## src/verilog/led_diag_defs.svh

```systemverilog
// Constants for the LED driver diagnostic and status capture block.
// Assumes inclusion by bare name from files under verilog/.
`ifndef LED_DIAG_DEFS_SVH
`define LED_DIAG_DEFS_SVH

// ----------------------------------------------------------------
// Shift register and control latch layout
// ----------------------------------------------------------------
`define SR_MSB 16
`define CTRL_RESET 16'he67f
`define CTRL_BRIGHT_HI 6
`define CTRL_SEL_HI 8
`define CTRL_SEL_LO 7
`define CTRL_THR_HI 10
`define CTRL_THR_LO 9
`define CTRL_CUR_HI 12
`define CTRL_CUR_LO 11
`define CTRL_TIM_HI 14
`define CTRL_TIM_LO 13
`define CTRL_SLEEP_BIT 15

// ----------------------------------------------------------------
// Timing
// ----------------------------------------------------------------
`define CLK_MHZ 50
`define SETTLE_NS 500
`define WAKE_US 20
`define PROBE_MIN_OSC 17

// ----------------------------------------------------------------
// Wishbone register map
// ----------------------------------------------------------------
`define ADR_STATUS 8'h00
`define ADR_LATCH 8'h04
`define ADR_OSC_DIV 8'h08
`define OSC_DIV_RESET 8'h01

`endif

```

## src/verilog/led_diag_pkg.sv

```systemverilog
// Types of the diagnostic block; its probe timer does not use them.
// Assumes nothing beyond a SystemVerilog compiler.
package led_diag_pkg;

  // ----------------------------------------------------------------
  // Detector group selection
  // ----------------------------------------------------------------
  typedef enum logic [1:0]
  {
    SEL_NONE = 2'h0,
    SEL_OPEN = 2'h1,
    SEL_SHORT = 2'h2,
    SEL_LEAK = 2'h3
  } status_sel_type;

  // ----------------------------------------------------------------
  // Power states, one-hot
  // ----------------------------------------------------------------
  typedef enum logic [2:0]
  {
    PWR_RUN = 3'h1,
    PWR_SLEEP = 3'h2,
    PWR_WAKE = 3'h4
  } power_state_type;

endpackage

```

## src/verilog/probe_if.sv

```systemverilog
// Carrier between the diagnostic core and its probe timer.
// Assumes both ends run on the same system clock.
`timescale 1ns/1ps
interface probe_if;
  logic start; // Begin probe window
  logic stop; // Blank rose, end window early
  logic tick; // Internal oscillator enable
  logic [1:0] time_sel; // Probe time code
  logic active; // Probe sinking in progress
  logic done; // Window expired, one cycle

  modport ctrl
  (
    output start,
    output stop,
    output tick,
    output time_sel,
    input active,
    input done
  );
  modport timer
  (
    input start,
    input stop,
    input tick,
    input time_sel,
    output active,
    output done
  );
endinterface

```

## src/verilog/led_diag.sv

```systemverilog
// Diagnostic, status capture and sleep logic of a 16-channel LED driver.
// Assumes pins and comparator levels arrive asynchronous to clk_sys,
// and a classic Wishbone master on the same clock.
`timescale 1ns/1ps
`include "led_diag_defs.svh"

// Function
// - Select 00 loads nothing on latch
// - Select 01 loads open, all ones shutdown
// - Select 10 loads short, all ones warning
// - Select 11 loads leak, all ones ref short
// - Sleep on all-zero write when enabled
// - Shift clock edge wakes from sleep
// - Sleep disabled never enters sleep
// - Open bit masked for off outputs with probe current 00
// - Open results captured blank or probe end
// - Results invalid 0.5 us after turn-on
// - Short results captured blank or probe end
// - Short bit masked for off outputs with probe current 00
// - Probe sinks from blank fall until stop or window expiry
// - Probe stop latches selected detector
// - Probe current 00 disables probe
// - Probe mode disables leakage detection
// - Leak source only select 11, blank low
// - Leak bit for off outputs, blank rise
// - MSB 0 copies data then loads status
// - Latch ignored without fresh shifted data
// - Probe time 17/33/65/129 oscillator cycles
// - Status select at control bits 8:7
// - Probe current at control bits 12:11
// - Sleep enable at bit 15, default 1
module led_diag
#(
  parameter logic [7:0] OSC_DIV_INIT = `OSC_DIV_RESET
)
(
  // System
  input wire logic clk_sys,
  input wire logic rst_b,
  // Serial link pins
  input wire logic shift_clock,
  input wire logic serial_in,
  input wire logic latch_strobe,
  input wire logic output_blank,
  output logic serial_out,
  // Comparator and flag levels
  input wire logic [15:0] open_cmp,
  input wire logic [15:0] short_cmp,
  input wire logic [15:0] leak_cmp,
  input wire logic overtemp_shutdown_flag,
  input wire logic overtemp_warning,
  input wire logic ref_short_flag,
  // Output stage controls
  output logic [15:0] out_drive,
  output logic probe_sink,
  output logic leak_source,
  output logic [1:0] probe_current_select,
  output logic [1:0] short_threshold_select,
  output logic [6:0] brightness,
  output logic sleep_mode,
  // Wishbone slave
  input wire logic cyc_i,
  input wire logic stb_i,
  input wire logic we_i,
  input wire logic [7:0] adr_i,
  input wire logic [3:0] sel_i,
  input wire logic [31:0] dat_i,
  output logic [31:0] dat_o,
  output logic ack_o
);

  // ----------------------------------------------------------------
  // Derived timing
  // ----------------------------------------------------------------
  localparam int SETTLE_CYC = (`SETTLE_NS * `CLK_MHZ + 999) / 1000;
  localparam int WAKE_CYC = `WAKE_US * `CLK_MHZ;
  localparam int SYNC_W = 55;

  initial
  begin
    if (OSC_DIV_INIT == 8'h00)
      $error("led_diag: OSC_DIV_INIT must be nonzero");
  end

  // ----------------------------------------------------------------
  // Input synchronisers
  // ----------------------------------------------------------------
  logic [SYNC_W-1:0] meta_reg; // First stage, read only by stage two
  logic [SYNC_W-1:0] sync_reg; // Second stage, safe to use
  logic [2:0] pin_d_reg; // Delayed blank, latch and shift clock

  // Two flops for every asynchronous level
  always_ff @(posedge clk_sys or negedge rst_b)
  begin
    if (!rst_b)
    begin
      // Blank idles high, so its stages reset high: no false edge
      meta_reg <= SYNC_W'(4'h8);
      sync_reg <= SYNC_W'(4'h8);
    end
    else
    begin
      meta_reg <= {overtemp_shutdown_flag, overtemp_warning, ref_short_flag,
                   leak_cmp, short_cmp, open_cmp, output_blank,
                   latch_strobe, serial_in, shift_clock};
      sync_reg <= meta_reg;
    end
  end

  logic sclk_s, sin_s, lat_s, blank_s; // Clean pin levels
  logic [15:0] open_s, short_s, leak_s; // Clean comparator levels
  logic tsd_s, ptw_s, isf_s; // Clean flags

  assign {tsd_s, ptw_s, isf_s, leak_s, short_s, open_s, blank_s, lat_s,
          sin_s, sclk_s} = sync_reg;

  // Previous levels; blank resets high so no false blank edge at start
  always_ff @(posedge clk_sys or negedge rst_b)
  begin
    if (!rst_b)
      pin_d_reg <= 3'h4;
    else
      pin_d_reg <= {blank_s, lat_s, sclk_s};
  end

  logic sclk_rise, lat_rise, blank_rise, blank_fall; // One-cycle edges

  assign sclk_rise = sclk_s && !pin_d_reg[0];
  assign lat_rise = lat_s && !pin_d_reg[1];
  assign blank_rise = blank_s && !pin_d_reg[2];
  assign blank_fall = !blank_s && pin_d_reg[2];

  // ----------------------------------------------------------------
  // Shift register, latches and power state
  // ----------------------------------------------------------------
  logic [16:0] shift_reg; // Common shift register
  logic [15:0] onoff_reg; // Output on/off latch
  logic [15:0] ctrl_reg; // Function control latch
  logic [15:0] holder_reg; // Status holder
  logic fresh_reg; // New bits shifted since last latch
  led_diag_pkg::power_state_type pwr_reg; // Power state
  logic [9:0] wake_cnt_reg; // Wake-up delay counter
  led_diag_pkg::status_sel_type sel; // Decoded status select
  logic probe_en; // Hidden probe mode on
  logic latch_go; // Accepted latch strobe
  logic onoff_wr; // Latch targets on/off data
  logic go_sleep; // Sleep entry condition
  logic running; // Detection alive
  logic [15:0] status_word; // Word loaded into shift register

  assign sel = led_diag_pkg::status_sel_type'(
                 ctrl_reg[`CTRL_SEL_HI:`CTRL_SEL_LO]);
  assign probe_en = |ctrl_reg[`CTRL_CUR_HI:`CTRL_CUR_LO];
  assign latch_go = lat_rise && fresh_reg;
  assign onoff_wr = !shift_reg[`SR_MSB];
  assign running = (pwr_reg == led_diag_pkg::PWR_RUN);

  // Enable bit is the stored one for data writes, the new one otherwise
  assign go_sleep = latch_go && (onoff_wr ?
    (ctrl_reg[`CTRL_SLEEP_BIT] && shift_reg[15:0] == 16'h0000) :
    (shift_reg[`CTRL_SLEEP_BIT] && onoff_reg == 16'h0000));

  // Status word with the flag override per group
  always_comb
  begin
    unique case (sel)
      led_diag_pkg::SEL_OPEN:
        status_word = tsd_s ? 16'hffff : holder_reg;
      led_diag_pkg::SEL_SHORT:
        status_word = ptw_s ? 16'hffff : holder_reg;
      led_diag_pkg::SEL_LEAK:
        status_word = isf_s ? 16'hffff : holder_reg;
      led_diag_pkg::SEL_NONE:
        status_word = shift_reg[15:0];
    endcase
  end

  // Shift in on clock edges, load status on accepted data latches
  always_ff @(posedge clk_sys or negedge rst_b)
  begin
    if (!rst_b)
      shift_reg <= '0;
    else if (latch_go && onoff_wr)
      shift_reg[15:0] <= status_word;
    else if (sclk_rise)
      shift_reg <= {shift_reg[15:0], sin_s};
  end

  // Copy happens from the old contents, before the status load
  always_ff @(posedge clk_sys or negedge rst_b)
  begin
    if (!rst_b)
    begin
      onoff_reg <= '0;
      ctrl_reg <= `CTRL_RESET;
    end
    else if (latch_go && onoff_wr)
      onoff_reg <= shift_reg[15:0];
    else if (latch_go)
      ctrl_reg <= shift_reg[15:0];
  end

  // Fresh data flag; a shift edge beside an accept keeps it set
  always_ff @(posedge clk_sys or negedge rst_b)
  begin
    if (!rst_b)
      fresh_reg <= 1'b0;
    else if (sclk_rise)
      fresh_reg <= 1'b1;
    else if (latch_go)
      fresh_reg <= 1'b0;
  end

  // Power state; wake delay models the analog return time
  always_ff @(posedge clk_sys or negedge rst_b)
  begin
    if (!rst_b)
    begin
      pwr_reg <= led_diag_pkg::PWR_RUN;
      wake_cnt_reg <= '0;
    end
    else
    begin
      unique case (pwr_reg)
        led_diag_pkg::PWR_RUN:
          if (go_sleep)
            pwr_reg <= led_diag_pkg::PWR_SLEEP;
        led_diag_pkg::PWR_SLEEP:
          if (sclk_rise)
          begin
            pwr_reg <= led_diag_pkg::PWR_WAKE;
            wake_cnt_reg <= '0;
          end
        led_diag_pkg::PWR_WAKE:
          if (go_sleep)
            pwr_reg <= led_diag_pkg::PWR_SLEEP;
          else if (wake_cnt_reg == 10'(WAKE_CYC - 1))
            pwr_reg <= led_diag_pkg::PWR_RUN;
          else
            wake_cnt_reg <= wake_cnt_reg + 1'b1;
        default:
          pwr_reg <= led_diag_pkg::PWR_RUN;
      endcase
    end
  end

  // ----------------------------------------------------------------
  // Oscillator divider and probe window
  // ----------------------------------------------------------------
  logic [7:0] osc_div_reg; // Software divide count
  logic [7:0] osc_cnt_reg; // Divider phase
  logic osc_tick; // Oscillator enable pulse
  probe_if pif();

  // Enable pulse every osc_div_reg+1 cycles
  always_ff @(posedge clk_sys or negedge rst_b)
  begin
    if (!rst_b)
      osc_cnt_reg <= '0;
    else if (osc_cnt_reg >= osc_div_reg)
      osc_cnt_reg <= '0;
    else
      osc_cnt_reg <= osc_cnt_reg + 1'b1;
  end

  assign osc_tick = (osc_cnt_reg >= osc_div_reg);
  assign pif.start = blank_fall && probe_en && running;
  assign pif.stop = blank_rise;
  assign pif.tick = osc_tick;
  assign pif.time_sel = ctrl_reg[`CTRL_TIM_HI:`CTRL_TIM_LO];

  probe_timer #(.CNT_W(8)) u_timer
  (
    .clk_sys(clk_sys),
    .rst_b(rst_b),
    .pif(pif)
  );

  // ----------------------------------------------------------------
  // Detection and capture
  // ----------------------------------------------------------------
  logic [4:0] settle_reg; // Cycles since outputs went on
  logic settled; // Comparators trustworthy
  logic [15:0] open_det, short_det, leak_det; // Masked detector bits
  logic [15:0] chosen; // Detector picked by select
  logic [15:0] probe_mask; // Off outputs seen during probe
  logic leak_en; // Leakage source and detector on
  logic capture; // Store into holder this cycle

  // Count settle time from the blank falling edge
  always_ff @(posedge clk_sys or negedge rst_b)
  begin
    if (!rst_b)
      settle_reg <= '0;
    else if (blank_s)
      settle_reg <= '0;
    else if (settle_reg != 5'(SETTLE_CYC))
      settle_reg <= settle_reg + 1'b1;
  end

  assign settled = (settle_reg == 5'(SETTLE_CYC)) && running;
  assign probe_mask = {16{probe_en}};
  assign open_det = open_s & (onoff_reg | probe_mask)
                    & {16{settled}};
  assign short_det = short_s & (onoff_reg | probe_mask)
                     & {16{settled}};
  assign leak_en = (sel == led_diag_pkg::SEL_LEAK) && !blank_s
                   && !probe_en && running;
  // Gate by last cycle's source: at the blank rise the source is just off
  assign leak_det = leak_s & ~onoff_reg & {16{leak_source}};

  // Pick the group named by the select
  always_comb
  begin
    unique case (sel)
      led_diag_pkg::SEL_OPEN: chosen = open_det;
      led_diag_pkg::SEL_SHORT: chosen = short_det;
      led_diag_pkg::SEL_LEAK: chosen = leak_det;
      led_diag_pkg::SEL_NONE: chosen = holder_reg;
    endcase
  end

  // Probe mode captures at window end, otherwise at blank rise
  assign capture = probe_en ?
    (pif.active && (blank_rise || pif.done)) :
    blank_rise;

  // Holder starts clean so nothing reads as a fault
  always_ff @(posedge clk_sys or negedge rst_b)
  begin
    if (!rst_b)
      holder_reg <= '0;
    else if (capture && sel != led_diag_pkg::SEL_NONE)
      holder_reg <= chosen;
  end

  // ----------------------------------------------------------------
  // Outputs to the output stage
  // ----------------------------------------------------------------
  // Registered so the pins never glitch
  always_ff @(posedge clk_sys or negedge rst_b)
  begin
    if (!rst_b)
    begin
      out_drive <= '0;
      probe_sink <= 1'b0;
      leak_source <= 1'b0;
      serial_out <= 1'b0;
    end
    else
    begin
      out_drive <= (running && !blank_s && !pif.active) ? onoff_reg : '0;
      probe_sink <= pif.active;
      leak_source <= leak_en;
      serial_out <= shift_reg[`SR_MSB];
    end
  end

  assign probe_current_select = ctrl_reg[`CTRL_CUR_HI:`CTRL_CUR_LO];
  assign short_threshold_select = ctrl_reg[`CTRL_THR_HI:`CTRL_THR_LO];
  assign brightness = ctrl_reg[`CTRL_BRIGHT_HI:0];
  assign sleep_mode = (pwr_reg == led_diag_pkg::PWR_SLEEP);

  // ----------------------------------------------------------------
  // Wishbone slave
  // ----------------------------------------------------------------
  logic req; // New request this cycle

  assign req = cyc_i && stb_i && !ack_o;

  // One wait cycle; unmapped reads return zero
  always_ff @(posedge clk_sys or negedge rst_b)
  begin
    if (!rst_b)
    begin
      ack_o <= 1'b0;
      dat_o <= '0;
      osc_div_reg <= OSC_DIV_INIT;
    end
    else
    begin
      ack_o <= req;
      if (req && we_i && sel_i[0] && adr_i == `ADR_OSC_DIV
          && dat_i[7:0] != 8'h00)
        osc_div_reg <= dat_i[7:0];
      if (req && !we_i)
      begin
        unique case (adr_i)
          `ADR_STATUS:
            dat_o <= {12'h000, fresh_reg, pif.active,
                      pwr_reg == led_diag_pkg::PWR_WAKE, sleep_mode,
                      holder_reg};
          `ADR_LATCH: dat_o <= {ctrl_reg, onoff_reg};
          `ADR_OSC_DIV: dat_o <= {24'h000000, osc_div_reg};
          default: dat_o <= '0;
        endcase
      end
    end
  end
endmodule

```

## src/verilog/probe_timer.sv

```systemverilog
// Probe window timer counted in internal oscillator ticks.
// Assumes start, stop and tick are synchronous to clk_sys.
`timescale 1ns/1ps
`include "led_diag_defs.svh"
module probe_timer
#(
  parameter int CNT_W = 8
)
(
  // Clock and reset
  input wire logic clk_sys,
  input wire logic rst_b,
  // Control side
  probe_if.timer pif
);

  // Longest window is 129 ticks
  initial
  begin
    if (CNT_W < 8)
      $error("probe_timer: CNT_W too small");
  end

  logic [CNT_W-1:0] cnt_reg; // Ticks elapsed
  logic active_reg; // Window open
  logic [CNT_W-1:0] limit; // Window length in ticks
  logic expire; // Last tick of the window

  // Lengths 17, 33, 65, 129
  assign limit = CNT_W'(((`PROBE_MIN_OSC - 1) << pif.time_sel) + 1);
  assign expire = active_reg && pif.tick && (cnt_reg == limit - 1'b1);

  // Window state; stop wins so a late expiry is never seen
  always_ff @(posedge clk_sys or negedge rst_b)
  begin
    if (!rst_b)
    begin
      active_reg <= 1'b0;
      cnt_reg <= '0;
    end
    else if (pif.start)
    begin
      active_reg <= 1'b1;
      cnt_reg <= '0;
    end
    else if (pif.stop || expire)
      active_reg <= 1'b0;
    else if (active_reg && pif.tick)
      cnt_reg <= cnt_reg + 1'b1;
  end

  assign pif.active = active_reg;
  assign pif.done = expire && !pif.stop;

endmodule
```

## config.mk

```make
export PLATFORM = sky130hd
export DESIGN_NAME = led_diag
export DESIGN_NICKNAME = d
export VERILOG_FILES = /design/src/verilog/led_diag_pkg.sv /design/src/verilog/probe_if.sv /design/src/verilog/led_diag.sv /design/src/verilog/probe_timer.sv
export VERILOG_INCLUDE_DIRS = /design/src /design/src/verilog
export SDC_FILE = /design/constraint.sdc
export NUM_CORES = 1
export LEC_CHECK = 0
export ABC_AREA = 1
export BUFFER_PORTS_ARGS = -buffer_cell sky130_fd_sc_hd__buf_2
export CORE_MARGIN = 4
export CORE_UTILIZATION = 40
export DETAILED_ROUTE_END_ITERATION = 10
export SLEW_MARGIN = 20
export SYNTH_ARGS = -nofsm -noshare
export SYNTH_HDL_FRONTEND = slang
export SYNTH_HIERARCHICAL = 1
export SYNTH_SLANG_ARGS = --single-unit
```

## constraint.sdc

```tcl
create_clock -name clk_sys -period 7.4 [get_ports clk_sys]
set_clock_uncertainty 0.2 [all_clocks]
set_input_delay 0.74 -clock clk_sys [delete_from_list [all_inputs] [get_ports clk_sys]]
set_output_delay 0.74 -clock clk_sys [all_outputs]
set_load 0.02 [all_outputs]
```

==> metrics.md, run 1 <==
| Metric | Value |
|---|---|
| I/O pins | `168` |
| Final hold viol count | `0` |
| Synth warnings | `6` |
| CTS tree | `done` |
| Total Power | `4.45 mW` |
| #FFs+latches synth | `274` |
| Top cells by count, synth | `267 x nand2_1, 257 x dfrtp_1, 102 x inv_1, 102 x o21ai_0, 96 x nor2_1` |
| Global-route wire length before repair | `42400 µm` |
| Vias per cell | `4.93` |
| IO buf count | `140` |
| Arr. time, crit path | `3.79 ns` |
| P_leak | `6.33 nW` |
| Layout cells sized above 1 | `0.189` |
| Layout area overhead | `17.9%` |
| Layout Cells excl Fill | `1672` |
| Largest net degree at the start of global routing | `147` |
| Most common cell in the synthesized netlist | `nand2_1` |
| HPWL after DPL | `17800 µm` |
| Crit. End Element | `register` |
| Die X | `175 µm` |
| Routed WL | `26100 µm` |
| 1st-iter DRT viols | `756` |
| Die footprint | `0.0306 mm²` |
| Crit path max fanout | `32` |
| Grt ovf | `0` |
| H-tree Lvls | `1` |
| Measured slew at the worst slew-check pin | `0.997 ns` |
| Top FF cell, synth | `dfrtp_1` |
| Worst hold slack | `0.0797 ns` |
| Setup bufs post-CTS | `0` |
| Final Critical Period | `3.51 ns` |
| CP Class | `register to register` |
| Post_cts resized | `0` |
| Period utilisation layout | `0.475` |
| Pre-antenna DRT Iters | `8` |
| Hold-fix buffers, CTS | `0` |
| Max VDD drop | `0.184 mV` |
| # fillers | `2625` |
| Post-synth EDFFs | `0` |
| Register area | `0.00688 mm²` |
| Synth Cell Area | `0.0112 mm²` |
| Setup violations, final | `0` |
| Share of the synthesized area in the top cell type | `0.576` |
| Vias in the first global route | `7842` |
| CP Launch Type | `register` |
| Async SR Flop Fraction | `1.00` |
| Row count | `60` |
| Post-synth top area cell | `dfrtp_1` |
| Placed Cells | `1620` |
| Antenna diode count | `0` |
| CORE AREA | `0.0272 mm²` |
| Mapped Cells | `1156` |
| Gr usage total | `0.170` |
| Placed cell area | `0.0121 mm²` |
| Initial Util | `0.411` |
| Area contributors post-synth | `dfrtp_1 58%, nand2_1 9.0%, o21ai_0 4.6%` |
| Die Y | `175 µm` |
| Latest clock arrival within the worst-skew pair | `0.55 ns` |
| DRC viols | `0` |
| Vias | `8241` |
| Clock sink count | `274` |
| Final Util | `0.484` |
| Multi-input logic area | `0.00362 mm²` |
| RSZ-0062 raised after global routing | `false` |
| Post-Syn Nets | `1274` |
| Outcome | `finished clean` |
| Routed Antenna Nets | `0` |
| Placement Setup Slack | `3.46 ns` |
| Final GP Congestion | `0.857` |
| Unique masters post-synth | `41` |
| Clock Tree Root | `clkbuf_16` |
| Avg Cell Area, Syn | `9.65 µm²` |
| Post-DR wirelength/cell | `15.6 µm` |
| Final setup margin | `3.89 ns` |
| CTS Buf Count | `29` |
| Max_slew headroom | `0.335` |
| Antenna violations before repair | `0` |
| Max Cap Viol | `0` |
| Slew Limit Fails | `0` |
| Fmax | `0.285 GHz` |
| Layout net count | `1397` |
| Design Area, Final | `0.0132 mm²` |
| CP required | `7.68 ns` |
| Reg clk slew, reported paths | `0.07 ns` |
| Worst min-delay path class | `input pin to register` |
| Power Dens Cells | `338 mW/mm²` |
| Deepest clock path buffer count | `3` |
| Total negative slack | `0 ns` |
| Sequential area share after synthesis | `0.616` |
==> cells in the final DEF, fill, tap and decap left out, types with 8 or more instances in the layout <==
cell,n
nand2_1,267
dfrtp_1,257
buf_2,139
inv_1,102
o21ai_0,102
nor2_1,94
nand3_1,88
clkbuf_16,29
nand4_1,20
a31oi_1,18
a22o_1,18
dfstp_2,17
o211ai_1,16
ha_1,14
a21oi_1,13
o21ai_1,10
o21ai_2,9
nor3_1,8
==> worst max-delay path, cell delays in order, from the launching register on <==
cell and delay (ns):
dfrtp_1 0.38, inv_1 0.06, ha_1 0.29, nand2_1 0.07
o2111ai_1 0.74, nand2_1 0.17, inv_1 0.17, nand3_1 0.10
nor2_2 0.10, nand3_2 0.13, nor2_1 0.11, a21oi_1 0.11
nor2_4 0.55, nor2_1 0.09, a31oi_1 0.17
==> where the power goes <==
part           total, mW  internal (mW)  leakage [nW]  switching (mW)
registers           2.01           1.76          3.41           0.248
logic              0.909          0.288          2.42           0.622
clock network       1.53          0.937         0.498           0.595
total               4.45           2.99          6.33            1.46
==> worst paths after layout <==
kind / endpoint / startpoint / slack [ns] / cells after the start
max in group asynchronous: out_drive[15]$_DFF_PN0_ / rst_b / 5.63 / 2
hold reg to reg: sync_reg[18]$_DFF_PN0_ / meta_reg[18]$_DFF_PN0_ / 0.14 / 0
min in group asynchronous: ack_o$_DFF_PN0_ / rst_b / 0.10 / 1
hold / removal: meta_reg[3]$_DFF_PN1_ / output_blank / 0.08 / 1
setup / recovery: holder_reg[12]$_DFFE_PN0P_ / osc_div_reg[7]$_DFFE_PN0P_ / 3.89 / 14
setup reg to reg: holder_reg[12]$_DFFE_PN0P_ / osc_div_reg[7]$_DFFE_PN0P_ / 3.89 / 14
==> metal layers <==
metal,track usage,vias to the layer above,wire length (µm)
li1,-,4034,-
met1,0.259,3911,12600
met2,0.254,261,11200
met3,0.0329,35,1820
met4,0.0360,0,460
met5,0,-,0
==> logic make-up after synthesis <==
family                   share of synthesized area
AO/OA/AOI/OAI                                0.103
XOR/XNOR                                   0.00785
adder cells (fa/ha/maj)                     0.0157
buffers and inverters                       0.0609
flip-flops                                   0.616
AND/OR/NAND/NOR                              0.196
==> layout make-up <==
type	instances	area share
tap	372	0.0354
clock inverter	17	0.0184
sequential	274	0.523
timing repair buffer	146	0.0584
multi-input combinational	722	0.275
clock buffer	35	0.0599
inverter	106	0.0302
Note: power is estimated with default switching activity, not from simulation.
==> run 2: changes to the inputs <==
- clock period: 7.4 -> 3.4 ns (I/O delays scaled with it)
==> metrics.md, run 2 (synthesis gave the netlist of run 1 again) <==
| Metric | Value |
|---|---|
| Outcome | `finished clean` |
| Routed Antenna Nets | `0 (unchanged)` |
| RSZ-0062 raised after global routing | `false` |
| Vias in the first global route | `8300 (+5.8%)` |
| Deepest clock path buffer count | `3 (unchanged)` |
| Gr usage total | `0.177 (+0.00701)` |
| DRC viols | `0 (unchanged)` |
| CTS Buf Count | `29 (unchanged)` |
| Routed WL | `27000 µm (+3.5%)` |
| Largest net degree at the start of global routing | `98 (-33%)` |
| 1st-iter DRT viols | `672 (-11%)` |
| Measured slew at the worst slew-check pin | `1.01 ns (+0.00911 ns)` |
| Fmax | `0.353 GHz (+24%)` |
| Clock sink count | `274 (unchanged)` |
| Worst reg2reg path depth | `17 (+3)` |
| Reg clk slew, reported paths | `0.06 ns (about the same)` |
| Layout net count | `1472 (+5.4%)` |
| Post_cts resized | `0 (unchanged)` |
| H-tree Lvls | `1 (unchanged)` |
| Critical Path Source | `osc_div_reg[7]$_DFFE_PN0P_` |
| Pre-antenna DRT Iters | `4 (-4)` |
| Max VDD drop | `0.454 mV (+150%)` |
| Layout cells sized above 1 | `0.180 (-0.00946)` |
| CP Class | `register to register` |
| Die X | `175 µm (unchanged)` |
| Grt ovf | `0 (unchanged)` |
| Vias | `8639 (+4.8%)` |
| Worst min-delay path class | `input pin to register` |
| # fillers | `2559 (-2.5%)` |
| Critical path cell sequence | `inv_1, ha_1, nand2_1, nor2_1, nand4_1, o2111ai_1, nand2_1, inv_1, nand3_1, nor2_2, nand3_2, nor2_1, a21oi_1, nor2_2, buf_12, nor2_1, a31oi_1` |
| Die footprint | `0.0306 mm² (unchanged)` |
| CTS tree | `done` |
| Crit. End Element | `register` |
| Final hold viol count | `0 (unchanged)` |
| Die Y | `175 µm (unchanged)` |
| P_leak | `6.59 nW (+4.2%)` |
| Hold-fix buffers, CTS | `66 (+66)` |
| Final GP Congestion | `0.908 (+5.9%)` |
| Global-route wire length before repair | `44300 µm (+4.3%)` |
| Worst Hold Depth | `6 (+5)` |
| Vias per cell | `4.95 (+0.39%)` |
| Worst hold slack | `0.0880 ns (+0.00834 ns)` |
| Period utilisation layout | `0.832 (+0.357)` |
| Crit path max fanout | `32 (unchanged)` |
| Clock Tree Root | `clkbuf_16` |
| Post-DR wirelength/cell | `15.5 µm (-0.85%)` |
| Total negative slack | `0 ns (unchanged)` |
| HPWL after DPL | `18400 µm (+3.8%)` |
| Slew Limit Fails | `0 (unchanged)` |
| FF-to-FF Start | `osc_div_reg[7]$_DFFE_PN0P_` |
| Final Critical Period | `2.83 ns (-0.684 ns)` |
| CORE AREA | `0.0272 mm² (unchanged)` |
| CP required | `3.67 ns (-4.01 ns)` |
| Commonest non-fill, non-tap cells in the layout | `267 x nand2_1, 257 x dfrtp_1, 139 x buf_2, 102 x inv_1, 102 x o21ai_0` |
| Slowest-stage cell, CP | `dfrtp_1` |
| Antenna violations before repair | `0 (unchanged)` |
| Hold path start | `adr_i[2]` |
| Initial Util | `0.411 (unchanged)` |
| Most common cell after layout, fill and taps aside | `nand2_1` |
| Arr. time, crit path | `3.10 ns (-0.69 ns)` |
| Setup bufs post-CTS | `0 (unchanged)` |
| Layout area overhead | `23.4%` |
| Power Dens Cells | `680 mW/mm² (+100%)` |
| Antenna diode count | `0 (unchanged)` |
| IO buf count | `140 (unchanged)` |
| Latest clock arrival within the worst-skew pair | `0.55 ns (about the same)` |
| I/O pins | `168 (unchanged)` |
| Row count | `60 (unchanged)` |
| Setup violations, final | `0 (unchanged)` |
| CP Launch Type | `register` |
| CP dominant cell by count | `nor2_1` |
| Crit path largest cell delay | `0.38 ns (-0.36 ns)` |
| Max_slew headroom | `0.329 (-0.00608)` |
| Max Cap Viol | `0 (unchanged)` |
-- run 2: area by class of cell --
class	count	area (µm²)	share of cell area
multi-input combinational	722	3600	0.262
clock buffer	43	828	0.0602
sequential	274	6880	0.500
inverter	106	398	0.0289
timing repair buffer	221	1530	0.111
clock inverter	8	60.1	0.00436
tap	372	465	0.0338
-- run 2: critical path: cells and delay by family, from the launching register on --
kind                     cells  cell delay, ns
adder cells (fa/ha/maj)      1            0.29
AND/OR/NAND/NOR             10            1.07
buffers and inverters        3            0.36
flip-flops                   1            0.38
AO/OA/AOI/OAI                3            0.43
-- run 2: stage by stage --
step	instances	instance area, µm²	worst slack [ns]	total power, mW	utilization
finish	1746	13800	0.571	9.37	0.507
global route	1746	13800	0.239	9.92	0.507
CTS	1746	13800	0.517	9.44	0.507
detailed placement	1629	12200	0.541	6.42	0.450
global placement	1629	12200	0.632	6.37	0.450
floorplan	1156	11200	0.767	5.62	-
-- run 2: worst paths after layout --
check | slack [ns] | endpoint
max | 0.57 | holder_reg[9]$_DFFE_PN0P_
min | 0.09 | dat_o[3]$_DFFE_PN0P_
max reg2reg | 0.57 | holder_reg[9]$_DFFE_PN0P_
min reg2reg | 0.15 | sync_reg[35]$_DFF_PN0_
max in group asynchronous | 1.91 | meta_reg[23]$_DFF_PN0_
min in group asynchronous | 0.21 | osc_div_reg[7]$_DFFE_PN0P_
-- run 2: where the power goes --
part	switching (mW)	internal (mW)	leakage (nW)	total [mW]
registers	0.529	3.84	3.41	4.36
logic	1.38	0.696	2.75	2.07
clock network	1.24	1.68	0.434	2.93
-- run 2: layer usage --
layer	GRT usage	up-vias	wire length [µm]
met5	0	-	0
met4	0.0484	0	726
met3	0.0249	52	1580
met2	0.268	275	11600
met1	0.268	4128	13100
li1	-	4184	-
